## src/design/shared_io_pkg.sv

```systemverilog
/*
  constants for the shared i/o port slice: register offsets, reset values, widths.
  assumes an apb slave with 32-bit data, one aligned word per register.
*/
package shared_io_pkg;
  // ----------------------------------------------------------------
  // register byte offsets
  // ----------------------------------------------------------------
  localparam logic [11:0] off_direction  = 12'h000;
  localparam logic [11:0] off_latch      = 12'h004;
  localparam logic [11:0] off_level      = 12'h008;
  localparam logic [11:0] off_open_drain = 12'h00C;
  localparam logic [11:0] off_analog     = 12'h010;
  localparam logic [11:0] off_present    = 12'h014;
  // ----------------------------------------------------------------
  // reset values and widths
  // ----------------------------------------------------------------
  localparam int          data_w         = 32;
  localparam int          port_w         = 16;
  localparam logic [15:0] direction_rst  = 16'hFFFF;
  localparam logic [15:0] latch_rst      = 16'h0000;
  localparam logic [15:0] open_drain_rst = 16'h0000;
  localparam logic [15:0] analog_rst     = 16'h0000;
  localparam logic [15:0] all_pins       = 16'hFFFF;
  localparam logic [15:0] no_pins        = 16'h0000;
  localparam logic [31:0] zero_word      = 32'h0000_0000;
endpackage : shared_io_pkg

```

## src/design/pin_sync.sv

```systemverilog
/*
  three-flop synchroniser per pin; a level counts once stages two and three agree.
  assumes pin inputs are asynchronous to ref_clk.
*/
module pin_sync #(
  parameter int width = 16
) (
  // clock and reset
  input  wire logic             ref_clk,
  input  wire logic             rst,
  // pins in, clean level out
  input  wire logic [width-1:0] pin_async,
  output logic      [width-1:0] pin_clean
);
  logic [width-1:0] s1_r, s2_r, s3_r, clean_r;
  logic [width-1:0] clean_nxt;

  // hold the old level where stages two and three still disagree
  always_comb begin
    clean_nxt = (s2_r & s3_r) | (clean_r & (s2_r | s3_r));
  end

  always_ff @(posedge ref_clk) begin
    if (rst) begin
      s1_r    <= '0;
      s2_r    <= '0;
      s3_r    <= '0;
      clean_r <= '0;
    end else begin
      s1_r    <= pin_async;
      s2_r    <= s1_r;
      s3_r    <= s2_r;
      clean_r <= clean_nxt;
    end
  end

  assign pin_clean = clean_r;
endmodule : pin_sync

```

## src/design/shared_io_port.sv

```systemverilog
/*
  shared i/o port slice: direction, latch, pin level, open-drain and analog
  select per pin, with peripheral ownership muxing, behind an apb slave.
  assumes the pad resolves pin_out/pin_oe into a wire level and returns it on
  pin_in; peripherals present their own data, enable and drive signals.
*/
// Overview of operation
// RQ1: per pin, muxes pick peripheral or port for output data and enable.
// RQ2: port output value never reaches the sharing peripheral's input.
// RQ3: enabled driving peripheral disables port driver; pin stays readable.
// RQ4: enabled but idle peripheral lets the port drive the pin.
// RQ5: direction bit one means input, zero means output.
// RQ6: every reset makes all pins inputs.
// RQ7: latch register reads stored latch; writes update latch.
// RQ8: level register reads pin levels; writes go to the latch toward pins.
// RQ9: unimplemented bits read zero in latch, direction, level; no effect.
// RQ10: software waits one cycle after a write before reading the port.
// RQ11: open-drain bit set: drive low only, release instead of high.
// RQ12: analog select one picks analog, zero digital under direction bit.
// RQ13: analog-input pins read zero in the level register.
// RQ14: software waits one cycle after making a pin digital input.
// RQ15: analog output pins should keep direction bit one.
// RQ16: digital output needs analog and direction clear, analog output off.
// RQ17: unowned digital output drives from latch, honouring open drain.
module shared_io_port #(
  parameter int          port_w      = shared_io_pkg::port_w,
  parameter logic [15:0] pins_present = shared_io_pkg::all_pins
) (
  // clock and reset
  input  wire logic              ref_clk,
  input  wire logic              rst,
  // apb slave
  input  wire logic              psel,
  input  wire logic              penable,
  input  wire logic              pwrite,
  input  wire logic [11:0]       paddr,
  input  wire logic [31:0]       pwdata,
  output logic                   pready,
  output logic      [31:0]       prdata,
  output logic                   pslverr,
  // pads
  input  wire logic [port_w-1:0] pin_in,
  output logic      [port_w-1:0] pin_out,
  output logic      [port_w-1:0] pin_oe,
  // sharing peripherals
  input  wire logic [port_w-1:0] periph_enable,
  input  wire logic [port_w-1:0] periph_drive,
  input  wire logic [port_w-1:0] periph_out,
  output logic      [port_w-1:0] periph_in,
  // analog side
  output logic      [port_w-1:0] analog_sel
);
  localparam logic [port_w-1:0] present = pins_present[port_w-1:0];

  logic [port_w-1:0] dir_r, dir_nxt;
  logic [port_w-1:0] lat_r, lat_nxt;
  logic [port_w-1:0] odc_r, odc_nxt;
  logic [port_w-1:0] ans_r, ans_nxt;
  logic [31:0]       rdata_r, rdata_nxt;
  logic              err_r, err_nxt;
  logic [port_w-1:0] pin_clean;
  logic [port_w-1:0] owned, port_drive, port_oe, port_val, level_view;
  logic              wr_acc, rd_acc, mapped;

  // bits above the port width always read as zero
  function automatic logic [31:0] widen(input logic [port_w-1:0] v);
    widen = {{(shared_io_pkg::data_w - port_w){1'b0}}, v};
  endfunction : widen

  // ----------------------------------------------------------------
  // pin input path
  // ----------------------------------------------------------------
  pin_sync #(
    .width     (port_w)
  ) u_sync (
    .ref_clk   (ref_clk),
    .rst       (rst),
    .pin_async (pin_in),
    .pin_clean (pin_clean)
  );

  // the synchroniser makes level reads trail the pad by about four cycles
  // analog inputs read low; absent bits read low
  assign level_view = pin_clean & ~ans_r & present; // see RQ13 // see RQ9

  // ----------------------------------------------------------------
  // output muxes
  // ----------------------------------------------------------------
  // one enable/drive pair per pin, so ownership needs no priority; absent pins ignore it
  assign owned      = periph_enable & periph_drive & present; // see RQ3 // see RQ4
  // port drives only digital outputs that no peripheral owns
  assign port_drive = ~dir_r & ~ans_r & ~owned & present; // see RQ5 // see RQ12 // see RQ17
  // open drain: a one releases the pin instead of driving high
  assign port_oe    = port_drive & ~(odc_r & lat_r); // see RQ11
  assign port_val   = lat_r & ~odc_r;
  always_comb begin
    for (int i = 0; i < port_w; i++) begin
      pin_oe[i]  = owned[i] ? 1'b1 : port_oe[i]; // see RQ1
      pin_out[i] = owned[i] ? periph_out[i] : (port_oe[i] & port_val[i]); // see RQ1
    end
  end
  // peripheral sees the real pin level, gated off where the port drives it
  assign periph_in  = pin_clean & ~port_drive & ~ans_r & present; // see RQ2 // see RQ9
  assign analog_sel = ans_r & present; // see RQ12

  // ----------------------------------------------------------------
  // apb register file
  // ----------------------------------------------------------------
  assign wr_acc  = psel & penable & pwrite;
  assign rd_acc  = psel & ~penable & ~pwrite;
  // every register answers at once, so no wait states are ever inserted
  assign pready  = 1'b1;
  assign pslverr = err_r;
  assign prdata  = rdata_r;

  // this decode feeds only the error path; write and read cases decode paddr themselves
  always_comb begin
    mapped = 1'b1;
    unique case (paddr)
      shared_io_pkg::off_direction,
      shared_io_pkg::off_latch,
      shared_io_pkg::off_level,
      shared_io_pkg::off_open_drain,
      shared_io_pkg::off_analog,
      shared_io_pkg::off_present: mapped = 1'b1;
      default:                    mapped = 1'b0;
    endcase
  end

  always_comb begin
    dir_nxt   = dir_r;
    lat_nxt   = lat_r;
    odc_nxt   = odc_r;
    ans_nxt   = ans_r;
    rdata_nxt = rdata_r;
    // an unmapped setup registers an error that stands through the access phase
    err_nxt   = psel & ~penable & ~mapped;
    if (wr_acc) begin
      unique case (paddr)
        shared_io_pkg::off_direction:  dir_nxt = pwdata[port_w-1:0] & present; // see RQ5
        shared_io_pkg::off_latch:      lat_nxt = pwdata[port_w-1:0] & present; // see RQ7
        shared_io_pkg::off_level:      lat_nxt = pwdata[port_w-1:0] & present; // see RQ8
        shared_io_pkg::off_open_drain: odc_nxt = pwdata[port_w-1:0] & present; // see RQ11
        shared_io_pkg::off_analog:     ans_nxt = pwdata[port_w-1:0] & present; // see RQ12
        default:                       ; // read-only or unmapped: write ignored
      endcase
    end
    // read data is captured in setup so it is registered by the access phase
    if (rd_acc) begin
      unique case (paddr)
        // absent bits are held as inputs inside but read back as zero
        shared_io_pkg::off_direction:  rdata_nxt = widen(dir_r & present); // see RQ9
        shared_io_pkg::off_latch:      rdata_nxt = widen(lat_r); // see RQ7
        shared_io_pkg::off_level:      rdata_nxt = widen(level_view); // see RQ8
        shared_io_pkg::off_open_drain: rdata_nxt = widen(odc_r);
        shared_io_pkg::off_analog:     rdata_nxt = widen(ans_r);
        shared_io_pkg::off_present:    rdata_nxt = widen(present);
        default:                       rdata_nxt = shared_io_pkg::zero_word;
      endcase
    end
  end

  always_ff @(posedge ref_clk) begin
    if (rst) begin
      dir_r   <= shared_io_pkg::direction_rst; // see RQ6
      lat_r   <= shared_io_pkg::latch_rst;
      odc_r   <= shared_io_pkg::open_drain_rst;
      ans_r   <= shared_io_pkg::analog_rst;
      rdata_r <= shared_io_pkg::zero_word;
      err_r   <= 1'b0;
    end else begin
      // absent pins stay inputs so they can never drive a pad
      dir_r   <= dir_nxt | ~present;
      lat_r   <= lat_nxt;
      odc_r   <= odc_nxt;
      ans_r   <= ans_nxt;
      rdata_r <= rdata_nxt;
      err_r   <= err_nxt;
    end
  end

  // ----------------------------------------------------------------
  // pin checks
  // ----------------------------------------------------------------
  function automatic logic [port_w-1:0] no_sig();
    no_sig = '0;
  endfunction : no_sig

  property p_owner_drives;
    @(posedge ref_clk) disable iff (rst)
      owned != no_sig() |-> ((pin_oe & owned) == owned) && ((pin_out & owned) == (periph_out & owned));
  endproperty
  a_owner_drives: assert property (p_owner_drives) else $error("peripheral lost its pin"); // see RQ1

  property p_no_loop;
    @(posedge ref_clk) disable iff (rst)
      (periph_in & port_drive) == no_sig();
  endproperty
  a_no_loop: assert property (p_no_loop) else $error("port output loops into peripheral"); // see RQ2

  property p_idle_periph;
    @(posedge ref_clk) disable iff (rst)
      ((periph_enable & ~periph_drive & ~dir_r & ~ans_r & ~odc_r & present & lat_r)
        & ~(pin_oe & pin_out)) == no_sig();
  endproperty
  a_idle_periph: assert property (p_idle_periph) else $error("idle peripheral blocks port"); // see RQ4

  property p_input_released;
    @(posedge ref_clk) disable iff (rst)
      ((dir_r & ~owned) & pin_oe) == no_sig();
  endproperty
  a_input_released: assert property (p_input_released) else $error("input pin driven"); // see RQ5

  property p_reset_inputs;
    @(posedge ref_clk) $fell(rst) |-> dir_r == {port_w{1'b1}} && (pin_oe & ~owned) == no_sig();
  endproperty
  a_reset_inputs: assert property (p_reset_inputs) else $error("pins not inputs after reset"); // see RQ6

  property p_latch_write;
    @(posedge ref_clk) disable iff (rst)
      wr_acc && (paddr == shared_io_pkg::off_latch || paddr == shared_io_pkg::off_level)
      |=> lat_r == ($past(pwdata[port_w-1:0]) & present);
  endproperty
  a_latch_write: assert property (p_latch_write) else $error("latch not written"); // see RQ7

  property p_latch_read;
    @(posedge ref_clk) disable iff (rst)
      rd_acc && paddr == shared_io_pkg::off_latch |=> prdata == widen(lat_r);
  endproperty
  a_latch_read: assert property (p_latch_read) else $error("latch read wrong"); // see RQ7

  property p_open_drain;
    @(posedge ref_clk) disable iff (rst)
      ((odc_r & ~owned) & pin_oe & pin_out) == no_sig();
  endproperty
  a_open_drain: assert property (p_open_drain) else $error("open drain drove high"); // see RQ11

  property p_analog_low;
    @(posedge ref_clk) disable iff (rst)
      rd_acc && paddr == shared_io_pkg::off_level |=> (prdata[port_w-1:0] & $past(ans_r)) == no_sig();
  endproperty
  a_analog_low: assert property (p_analog_low) else $error("analog pin read high"); // see RQ13

  property p_absent;
    @(posedge ref_clk) disable iff (rst)
      ((pin_oe | lat_r | odc_r | ans_r | periph_in) & ~present) == no_sig();
  endproperty
  a_absent: assert property (p_absent) else $error("absent bit active"); // see RQ9

  property p_digital_out;
    @(posedge ref_clk) disable iff (rst)
      ((port_drive & ~odc_r) & ~(pin_oe & ~(pin_out ^ lat_r))) == no_sig();
  endproperty
  a_digital_out: assert property (p_digital_out) else $error("pin does not follow latch"); // see RQ17

  property p_out_driven;
    @(posedge ref_clk) disable iff (rst)
      (~dir_r & ~ans_r & ~owned & present & ~(odc_r & lat_r) & ~pin_oe) == no_sig();
  endproperty
  a_out_driven: assert property (p_out_driven) else $error("output not driven"); // see RQ5

  property p_od_low;
    @(posedge ref_clk) disable iff (rst)
      ((port_drive & odc_r & ~lat_r) & ~(pin_oe & ~pin_out)) == no_sig();
  endproperty
  a_od_low: assert property (p_od_low) else $error("open drain did not pull low"); // see RQ11

  property p_analog_free;
    @(posedge ref_clk) disable iff (rst)
      (analog_sel & pin_oe & ~owned) == no_sig();
  endproperty
  a_analog_free: assert property (p_analog_free) else $error("analog pin driven"); // see RQ12

  // ----------------------------------------------------------------
  // register read and reset checks, and covers
  // ----------------------------------------------------------------
  property p_dir_read;
    @(posedge ref_clk) disable iff (rst)
      rd_acc && paddr == shared_io_pkg::off_direction
      |=> prdata == widen($past(dir_r) & present);
  endproperty
  a_dir_read: assert property (p_dir_read) else $error("direction read wrong"); // see RQ9

  property p_owned_read;
    @(posedge ref_clk) disable iff (rst)
      rd_acc && paddr == shared_io_pkg::off_level
      |=> ((prdata[port_w-1:0] ^ $past(pin_clean)) & $past(owned & ~ans_r)) == no_sig();
  endproperty
  a_owned_read: assert property (p_owned_read) else $error("owned pin not read"); // see RQ3

  property p_reset_regs;
    @(posedge ref_clk)
      rst |=> dir_r == {port_w{1'b1}} && lat_r == no_sig()
              && odc_r == no_sig() && ans_r == no_sig();
  endproperty
  a_reset_regs: assert property (p_reset_regs) else $error("registers not reset"); // see RQ6

  c_write: cover property (@(posedge ref_clk) wr_acc && paddr == shared_io_pkg::off_direction);
  c_owned: cover property (@(posedge ref_clk) owned != no_sig());
  c_od:    cover property (@(posedge ref_clk) (odc_r & port_drive) != no_sig());
  c_err:   cover property (@(posedge ref_clk) pslverr);
  c_analog: cover property (@(posedge ref_clk) analog_sel != no_sig());
endmodule : shared_io_port
```

## config.mk

```make
export PLATFORM = sky130hd
export DESIGN_NAME = shared_io_port
export DESIGN_NICKNAME = d
export VERILOG_FILES = /design/src/design/shared_io_pkg.sv /design/src/design/pin_sync.sv /design/src/design/shared_io_port.sv
export SDC_FILE = /design/constraint.sdc
export NUM_CORES = 1
export LEC_CHECK = 0
export ABC_AREA = 1
export BUFFER_PORTS_ARGS = -buffer_cell sky130_fd_sc_hd__buf_2
export CAP_MARGIN = 40
export CORE_ASPECT_RATIO = 1.5
export CORE_MARGIN = 2
export CORE_UTILIZATION = 52
export CTS_BUF_LIST = sky130_fd_sc_hd__clkbuf_16
export CTS_CLUSTER_SIZE = 25
export DETAILED_ROUTE_END_ITERATION = 7
export PLACE_DENSITY_LB_ADDON = 0.3
export REMOVE_ABC_BUFFERS = 1
export SYNTH_ARGS = -nofsm -noshare
export SYNTH_HDL_FRONTEND = slang
export SYNTH_SLANG_ARGS = --single-unit
```

## constraint.sdc

```tcl
create_clock -name ref_clk -period 1.26 [get_ports ref_clk]
set_input_delay 0.063 -clock ref_clk [delete_from_list [all_inputs] [get_ports ref_clk]]
set_output_delay 0.063 -clock ref_clk [all_outputs]
set_load 0.05 [all_outputs]
```

==> results of run 1 <==
-- layout make-up --
cell class                      count  area (um^2)
Clock buffer                       17          425
Clock inverter                     15          144
Fill cell                         787         2560
Inverter                          154          614
Multi-Input combinational cell    652         3530
Sequential cell                   145         2980
Tap cell                          159          199
Timing Repair Buffer              297         2440
-- worst paths after layout --
| path | to | slack [ps] | cells past startpoint |
|---|---|---|---|
| min | prdata[3] | 210 | 5 |
| max | pin_out[13] | -130 | 5 |
| max reg2reg | prdata[1] | 20 | 9 |
| min reg2reg | u_sync.s2_r[5] | 400 | 2 |
-- through the flow --
step | setup WS, ps | util | power (mW) | instances
after detailed placement | -102 | 0.627 | 5.66 | 1328
after global routing | -158 | 0.802 | 11.0 | 1439
after global placement | -78.8 | 0.627 | 5.65 | 1328
after CTS | -108 | 0.762 | 10.6 | 1429
final | -131 | 0.802 | 10.7 | 1439
after floorplan | -781 | - | 5.27 | 951
-- kinds of logic (layout without fill, tap and decap cells) --
logic type | count (synthesis) | in the layout | share of synthesized area
DFF | 145 | 145 | 0.426
AOI/OAI and AO/OA | 162 | 162 | 0.135
other | 2 | 17 | 0.00110
and+or+nand+nor | 473 | 473 | 0.300
buffers and inverters | 215 | 483 | 0.138
-- flip-flops by register name, indices dropped and copies added (netlist names) --
signal	cells
u_sync.s2_r	16
u_sync.s3_r	16
lat_r	16
analog_sel	16
u_sync.pin_clean	16
prdata	16
pslverr	1
dir_r	16
u_sync.s1_r	16
odc_r	16
-- cell usage in the layout (no fill, tap or decap), drive strengths merged --
| cell type | count |
|---|---|
| buf | 261 |
| nand2 | 205 |
| inv | 159 |
| dfxtp | 145 |
| nor2 | 132 |
| nand3 | 115 |
| o21ai | 68 |
| a21oi | 64 |
| dlygate4sd3 | 36 |
| conb | 17 |
| clkbuf | 17 |
| nor3 | 17 |
| o211ai | 16 |
| a211oi | 14 |
| clkinv | 6 |
| nand4 | 3 |
| clkinvlp | 2 |
| bufinv | 2 |
| nor4 | 1 |
-- worst register-to-register path, cell delays in order, from the launching register on --
cell	delay (ps)
dfxtp_4	360
buf_6	120
buf_4	130
nor2_1	110
nand3_1	80
nand2_1	80
nor2_1	50
nand2_1	60
nand2_1	50
a21oi_1	140
-- layer usage --
layer	GRT usage	part of all wire	routed length, um	vias up
met3	0.0599	0.066	1530	104
met2	0.550	0.54	12500	413
li1	-	-	-	3671
met1	0.305	0.36	8270	3661
met4	0.132	0.043	998	0
met5	0	0	0	-
-- timing repair --
action | CTS | global route
hold buffers | 36 | 0
endpoints found under the hold margin | 84 | 0
resized for setup | 249 | 120
endpoints found under the setup margin | 48 | 51
pin swaps | 27 | 22
buffers inserted | 33 | 10
-- power groups by stage --
stage	sequential, mW	clock [mW]	combinational [mW]
final	4.66	4.88	1.13
after global routing	4.67	5.13	1.20
after CTS	4.66	4.89	1.05
after detailed placement	4.77	0	0.885
after global placement	4.77	0	0.875
after floorplan	4.77	0	0.499
==> qor.yml, run 1 <==
cells_and_area:
  area_growth_pct: 51.6
  nets: 1380
  n_antenna_cell: 0
  design_area_mm2: 0.0103
  drive_above_1_share: 0.393
sta:
  fin_worst_skew_ps: 8.02
  rsz0062_at_grt: "true"
  hold_viol_final: 0
  slew-limit-headroom: 0.505
  setup-tns-final_ps: -2790
  finalMaxSlewViolations: 0
  timing.fmax_mhz: 719
  fin_crit_sh: 1.10
  fin_crit_ps: 1390
  tightest_slew_ps: 741
  whs_ps: 208
  setup_viol: 47
  fin_ws_ps: -131
synthesis:
  async_flop_share: 0
  ys_ff_latch: 145
  synth-edff-count: 0
  yosys-top-cells-area: "dfxtp_1, nand2_1, nand3_1"
  ys_types: 27
  seq_area_frac_synth: 0.426
  synth_top_area_share: 0.426
  yosys_warnings: 0
  synth_top_area_cell: "dfxtp_1"
  syn_area_mm2: 0.00682
  avgSynthCellArea_um2: 6.84
  ys_top_cells_by_count: "nand2_1, inv_1, dfxtp_1"
  yosys_most_used_dff: "dfxtp_1"
  yosysMostFrequentCell: "nand2_1"
  synthCells: 997
pwr:
  ir_worst_vdd_mv: 1.01
  p_sw_frac: 0.255
  combPwrFrac: 0.106
  clockPowerShare: 0.457
  pwr_density_cell_mw_per_mm2: 1030
  p_seq_frac: 0.437
  p_leak_nw: 4.74
  power.switching_mw: 2.72
  p_int_mw: 7.96
clock_tree:
  clock-sinks: 145
  clk_pin_slew_ps: 60
  clkLatencyLatePin_ps: 420
  htree_levels: 4
  cts_max_path_buffers: 2
  cts_buffers: 17
  cts_tree: "built"
  clock-root-buffer: "clkbuf_16"
outcome:
  outcome: "complete, but fails checks"
  violations: "negative setup slack"
global_routing:
  grt_first_pass_wirelength_um: 33300
  grt_pass1_vias: 7328
  grt_usage: 0.289
  antenna_found_initial: 0
  overflow: 0
  grt_max_degree: 67
placed_design:
  numPortBuffers: 177
  place_hpwl_um: 12600
  dpl_cell_area_mm2: 0.00808
  gp_congestion: 0.835
die:
  die-area_mm2: 0.0141
  coreArea_mm2: 0.0129
  die_h_um: 144
  num_io_pins: 211
  die_w_um: 97.5
  rows: 51
  start_util: 0.529
flow_run:
  max-cap-violations: 0
detailed_routing:
  via_count: 7849
  drt_iter0_drc: 685
  drt-total-wl_um: 23300
  drc: 0
  drt_pass1_iterations: 6
  avgRoutedWirePerCell_um: 16.2
  ant_nets: 0
  routed_via_density: 5.45
critical_path:
  path_max_fanout: 2
  critical_path_class: "reg2out"
  path_delay_family: "buffers and inverters"
  required_ps: 1200
  path_cells: "inv_2, nand3_4, buf_6, o21ai_4, buf_8"
  path_buf_inv: 3
  cp-startpoint: "analog_sel[13]"
  endpoint_kind: "primary output"
  start_kind: "flip-flop"
  reg2reg_from: "analog_sel[1]"
  arrival_ps: 1330
  max_stage_delay_ps: 320
  cpMaxStageDelayCell: "dfxtp_2"
min_path:
  hold_class: "in2reg"
  hp-start: "pwrite"
Power figures use the tool's default switching activity.
==> run 2, diff against run 1 <==
Settings changed: SYNTH_HIERARCHICAL set to 1.
==> qor.yml, run 2 <==
outcome:
  outcome: "complete, but fails checks"
  violations: "design-rule violations, negative setup slack"
detailed_routing:
  routed_via_density: 5.54  # +1.7%
  ant_nets: 0  # unchanged
  drt_pass1_iterations: 8  # +2
  avgRoutedWirePerCell_um: 17.1  # +5.5%
  drt_iter0_drc: 769  # +12%
  drc: 2  # +2
  drt-total-wl_um: 25100  # +7.7%
  via_count: 8145  # +3.8%
global_routing:
  antenna_found_initial: 0  # unchanged
  overflow: 0  # unchanged
  grt_pass1_vias: 7533  # +2.8%
  grt_first_pass_wirelength_um: 35600  # +6.8%
  grt_usage: 0.307  # +0.0171
  grt_max_degree: 65  # -3.0%
sta:
  hold_viol_final: 0  # unchanged
  fin_worst_skew_ps: 8.37  # +0.353 ps
  setup_viol: 42  # -11%
  fin_ws_ps: -144  # -13.2 ps
  slew-limit-headroom: 0.561  # +0.0554
  tightest_slew_ps: 658  # -83.1 ps
  timing.fmax_mhz: 712  # -0.94%
  fin_crit_sh: 1.11  # +0.0105
  finalMaxSlewViolations: 0  # unchanged
  rsz0062_at_grt: "true"
  fin_crit_ps: 1400  # +13.2 ps
pwr:
  p_leak_nw: 4.94  # +4.3%
  ir_worst_vdd_mv: 1.01  # about the same
  pwr_density_cell_mw_per_mm2: 1030  # -0.24%
  p_total_mw: 10.8  # +1.3%
synthesis:
  ys_top_cells_by_count: "nand2_1, inv_1, dfxtp_1"
  synth-edff-count: 0  # unchanged
  yosys_most_used_dff: "dfxtp_1"
  yosys-top-cells-area: "dfxtp_1, nand2_1, inv_1"
  synth_top_area_cell: "dfxtp_1"
  syn_area_mm2: 0.00693  # +1.7%
  synthCells: 1005  # +0.80%
  yosys_warnings: 6  # +6
  ys_ff_latch: 145  # unchanged
  avgSynthCellArea_um2: 6.89  # +0.84%
  seq_area_frac_synth: 0.419  # -0.00692
  ys_types: 28  # +3.7%
  yosysMostFrequentCell: "nand2_1"
  synth_top_area_share: 0.419  # -0.00692
  async_flop_share: 0  # unchanged
cells_and_area:
  nets: 1411  # +2.2%
  final_cell_mix: "nand2_1, buf_2, nor2_1"
  final_common_cell: "nand2_1"
  area_growth_pct: 51.4
  utilization: 0.806  # +0.00406
  drive_above_1_share: 0.406  # +0.0127
critical_path:
  rrSetupSlack_ps: 50  # +30 ps
  critical_path_class: "reg2out"
  r2r.worst_path.cells: 10  # +1
  arrival_ps: 1340  # about the same
  cp-startpoint: "analog_sel[4]"
  required_ps: 1200  # about the same
  reg2reg_from: "analog_sel[14]"
  endpoint_kind: "primary output"
  start_kind: "flip-flop"
  r2r_end: "prdata[14]"
  path_max_fanout: 2  # unchanged
placed_design:
  place_hpwl_um: 13700  # +8.3%
  numPortBuffers: 177  # unchanged
  gp_congestion: 0.900  # +7.7%
min_path:
  hold_class: "in2reg"
  hold_depth: 3  # -2
  hold_path_end: "u_sync/s1_r[10]"
  hp-start: "rst"
clock_tree:
  htree_levels: 4  # unchanged
  clock-sinks: 145  # unchanged
  clkLatencyLatePin_ps: 410  # about the same
  cts_buffers: 17  # unchanged
  clock-root-buffer: "clkbuf_16"
  cts_tree: "built"
  clk_pin_slew_ps: 60  # about the same
  cts_max_path_buffers: 2  # unchanged
die:
  die_w_um: 98.2  # +0.79%
  rows: 51  # unchanged
  num_io_pins: 211  # unchanged
  coreArea_mm2: 0.0130  # +0.99%
  die-area_mm2: 0.0143  # +1.6%
  die_h_um: 145  # +0.80%
  start_util: 0.532  # +0.00347
flow_run:
  max-cap-violations: 0  # unchanged
-- run 2: routing by layer --
metal	GRT usage	share of wire	wire length [um]
met1	0.348	0.35	8870
met2	0.543	0.50	12600
met3	0.0639	0.085	2140
met4	0.145	0.059	1470
met5	0	0	0
-- run 2: where the power goes --
part	total (mW)	switching, mW	internal (mW)	leakage, nW
clock network	4.98	1.92	3.06	0.287
logic	1.16	0.740	0.417	3.47
registers	4.67	0.0314	4.64	1.19
total	10.8	2.69	8.12	4.94
-- run 2: cell families after synthesis --
| logic type | share of synthesized area |
|---|---|
| AOI/OAI and AO/OA | 0.141 |
| buffers and inverters | 0.144 |
| DFF | 0.419 |
| other | 0.00108 |
| and+or+nand+nor | 0.295 |
-- run 2: timing repair --
action	in CTS	in global routing
endpoints found under the hold margin	72	0
resized for setup	268	82
setup endpoints to repair	48	49
pin swaps	22	28
buffers inserted	40	19
hold buffers	33	0
-- run 2: worst max-delay path by stage --
stage	cells after the start	to
2_1_floorplan	4	periph_in[0]
3_3_place_gp	8	analog_sel[4]
3_5_place_dp	8	analog_sel[4]
4_1_cts	4	periph_in[4]
5_1_grt	5	pin_out[4]
6_report	5	pin_out[4]
-- run 2: worst max-delay path: stages (launching register included) --
cell	delay, ps
dfxtp_2	320
inv_2	60
nand3_2	100
buf_6	150
o21ai_4	130
buf_6	170
-- run 2: area by class of cell --
type	count	area, um^2
diodes	1	2.50
clock buffers	17	425
clock inverters	13	148
fillers	769	2530
inverters	160	643
multi-input cells	656	3540
flip-flops and latches	145	2970
well taps	159	199
repair buffers	318	2560
-- run 2: per-stage QoR --
step | cells | TNS, ps | setup WS [ps] | hold slack (ps) | cell area, um^2
finish | 1469 | -2060 | -144 | 151 | 10500
CTS | 1449 | -1790 | -115 | 163 | 10100
global placement | 1346 | -4400 | -151 | 260 | 8230
global route | 1468 | -4350 | -197 | 175 | 10500
detailed placement | 1346 | -5700 | -163 | 268 | 8230
floorplan | 961 | -40600 | -781 | 125 | 6590
==> run 3, diff against run 2 <==
Settings changed: CORE_MARGIN 2 to 5.
==> qor.yml, run 3 (synthesis gave the netlist of run 2 again) <==
placed_design:
  numPortBuffers: 177  # unchanged
  gp_congestion: 0.845  # -6.0%
  place_hpwl_um: 13400  # -1.7%
  post-place-ws_ps: -133  # +30.1 ps
  dp.cells: 1336  # -0.74%
detailed_routing:
  drt_pass1_iterations: 8  # unchanged
  drc: 2  # unchanged
  drt_iter0_drc: 754  # -2.0%
  routed_via_density: 5.58  # +0.67%
  avgRoutedWirePerCell_um: 17.6  # +3.3%
  drt-total-wl_um: 25700  # +2.7%
  via_count: 8149  # +0.049%
  ant_nets: 0  # unchanged
global_routing:
  grt_usage: 0.284  # -0.0229
  overflow: 0  # unchanged
  grt_max_degree: 65  # unchanged
  antenna_found_initial: 0  # unchanged
  grt_first_pass_wirelength_um: 36300  # +2.1%
  grt_pass1_vias: 7667  # +1.8%
sta:
  fin_crit_sh: 1.13  # +0.0181
  slew-limit-headroom: 0.504  # -0.0568
  fin_ws_ps: -167  # -22.8 ps
  rsz0062_at_grt: "true"
  fin_crit_ps: 1430  # +22.8 ps
  finalMaxSlewViolations: 0  # unchanged
  setup_viol: 44  # +4.8%
  hold_viol_final: 0  # unchanged
  setup-tns-final_ps: -2830  # -768 ps
  fin_worst_skew_ps: 7.19  # -1.18 ps
  tightest_slew_ps: 743  # +85.1 ps
  timing.fmax_mhz: 701  # -1.6%
pwr:
  p_seq_frac: 0.420  # -0.012
  clockPowerShare: 0.477  # +0.016
  p_sw_frac: 0.249  # +0.000430
  ir_worst_vdd_mv: 1.06  # +4.6%
  pwr_density_cell_mw_per_mm2: 1060  # +3.1%
  p_total_mw: 11.1  # +2.8%
  p_leak_nw: 4.90  # -0.84%
  p_int_mw: 8.35  # +2.8%
  power.switching_mw: 2.77  # +3.0%
  combPwrFrac: 0.103  # -0.004
clock_tree:
  clkLatencyLatePin_ps: 420  # about the same
  cts_tree: "built"
  cts_buffers: 17  # unchanged
  clock-sinks: 145  # unchanged
  clk_pin_slew_ps: 60  # about the same
  htree_levels: 4  # unchanged
  clock-root-buffer: "clkbuf_16"
  cts_max_path_buffers: 2  # unchanged
critical_path:
  required_ps: 1200  # about the same
  arrival_ps: 1360  # +20 ps
  path_max_fanout: 2  # unchanged
  endpoint_kind: "primary output"
  critical_path_class: "reg2out"
  start_kind: "flip-flop"
  rrSetupSlack_ps: 0  # -50 ps
outcome:
  outcome: "complete, but fails checks"
  violations: "design-rule violations, negative setup slack"
flow_run:
  max-cap-violations: 0  # unchanged
cells_and_area:
  final_cell_mix: "nand2_1, buf_2, nor2_1"
  fin_cells: 1460  # -0.61%
  nets: 1401  # -0.71%
  drive_above_1_share: 0.413  # +0.00711
  area_growth_pct: 51.0
  final_common_cell: "nand2_1"
  utilization: 0.804  # -0.00221
  n_antenna_cell: 0  # -1
min_path:
  hold_class: "in2reg"
die:
  num_io_pins: 211  # unchanged
  rows: 51  # unchanged
  die_h_um: 151  # +4.1%
  die-area_mm2: 0.0158  # +10%
  coreArea_mm2: 0.0130  # unchanged
  die_w_um: 104  # +6.1%
  start_util: 0.532  # unchanged
[run 3: cell type report]
type / count / area, um^2
Multi-Input combinational cell: 656 / 3570
Sequential cell: 145 / 2980
Fill cell: 776 / 2560
Timing Repair Buffer: 308 / 2450
Inverter: 160 / 643
Clock buffer: 17 / 425
Tap cell: 159 / 199
Clock inverter: 15 / 191
[run 3: stage by stage]
stage	instance area (um^2)	hold slack (ps)
2_1_floorplan	6590	125
3_3_place_gp	8120	263
3_5_place_dp	8120	269
4_1_cts	10000	93.8
5_1_grt	10500	120
6_report	10500	87.0
[run 3: path summary, 6_finish.rpt]
kind	start	cells after the start	end
setup reg to reg	analog_sel[7]	10	prdata[7]
hold reg to reg	u_sync/s1_r[0]	2	u_sync/s2_r[0]
hold / removal	rst	3	u_sync/s1_r[11]
setup / recovery	analog_sel[2]	5	pin_out[2]
[run 3: routing by layer]
| metal | vias to the layer above | track usage | share of wire |
|---|---|---|---|
| met5 | - | 0 | 0 |
| met4 | 0 | 0.174 | 0.064 |
| met1 | 3672 | 0.312 | 0.35 |
| met3 | 164 | 0.0644 | 0.094 |
| met2 | 601 | 0.496 | 0.49 |
| li1 | 3712 | - | - |
[run 3: critical path, stage by stage, from the launching register on]
cell and delay, ps:
dfxtp_2 330, inv_2 80, nand3_4 90, buf_6 150
o21ai_4 120, buf_6 170
[run 3: repair_timing]
item	4_1_cts	5_1_grt
pin swaps	26	27
buffers inserted	41	18
gates resized for setup	279	87
hold buffers	33	0
setup endpoints to repair	48	48
endpoints found under the hold margin	78	0
[run 3: power groups by stage]
| stage | Combinational [mW] | Clock [mW] | Sequential (mW) |
|---|---|---|---|
| floorplan | 0.514 | 0 | 4.78 |
| global placement | 0.886 | 0 | 4.78 |
| detailed placement | 0.892 | 0 | 4.78 |
| CTS | 1.07 | 5.32 | 4.67 |
| global route | 1.21 | 5.53 | 4.68 |
| finish | 1.14 | 5.30 | 4.67 |
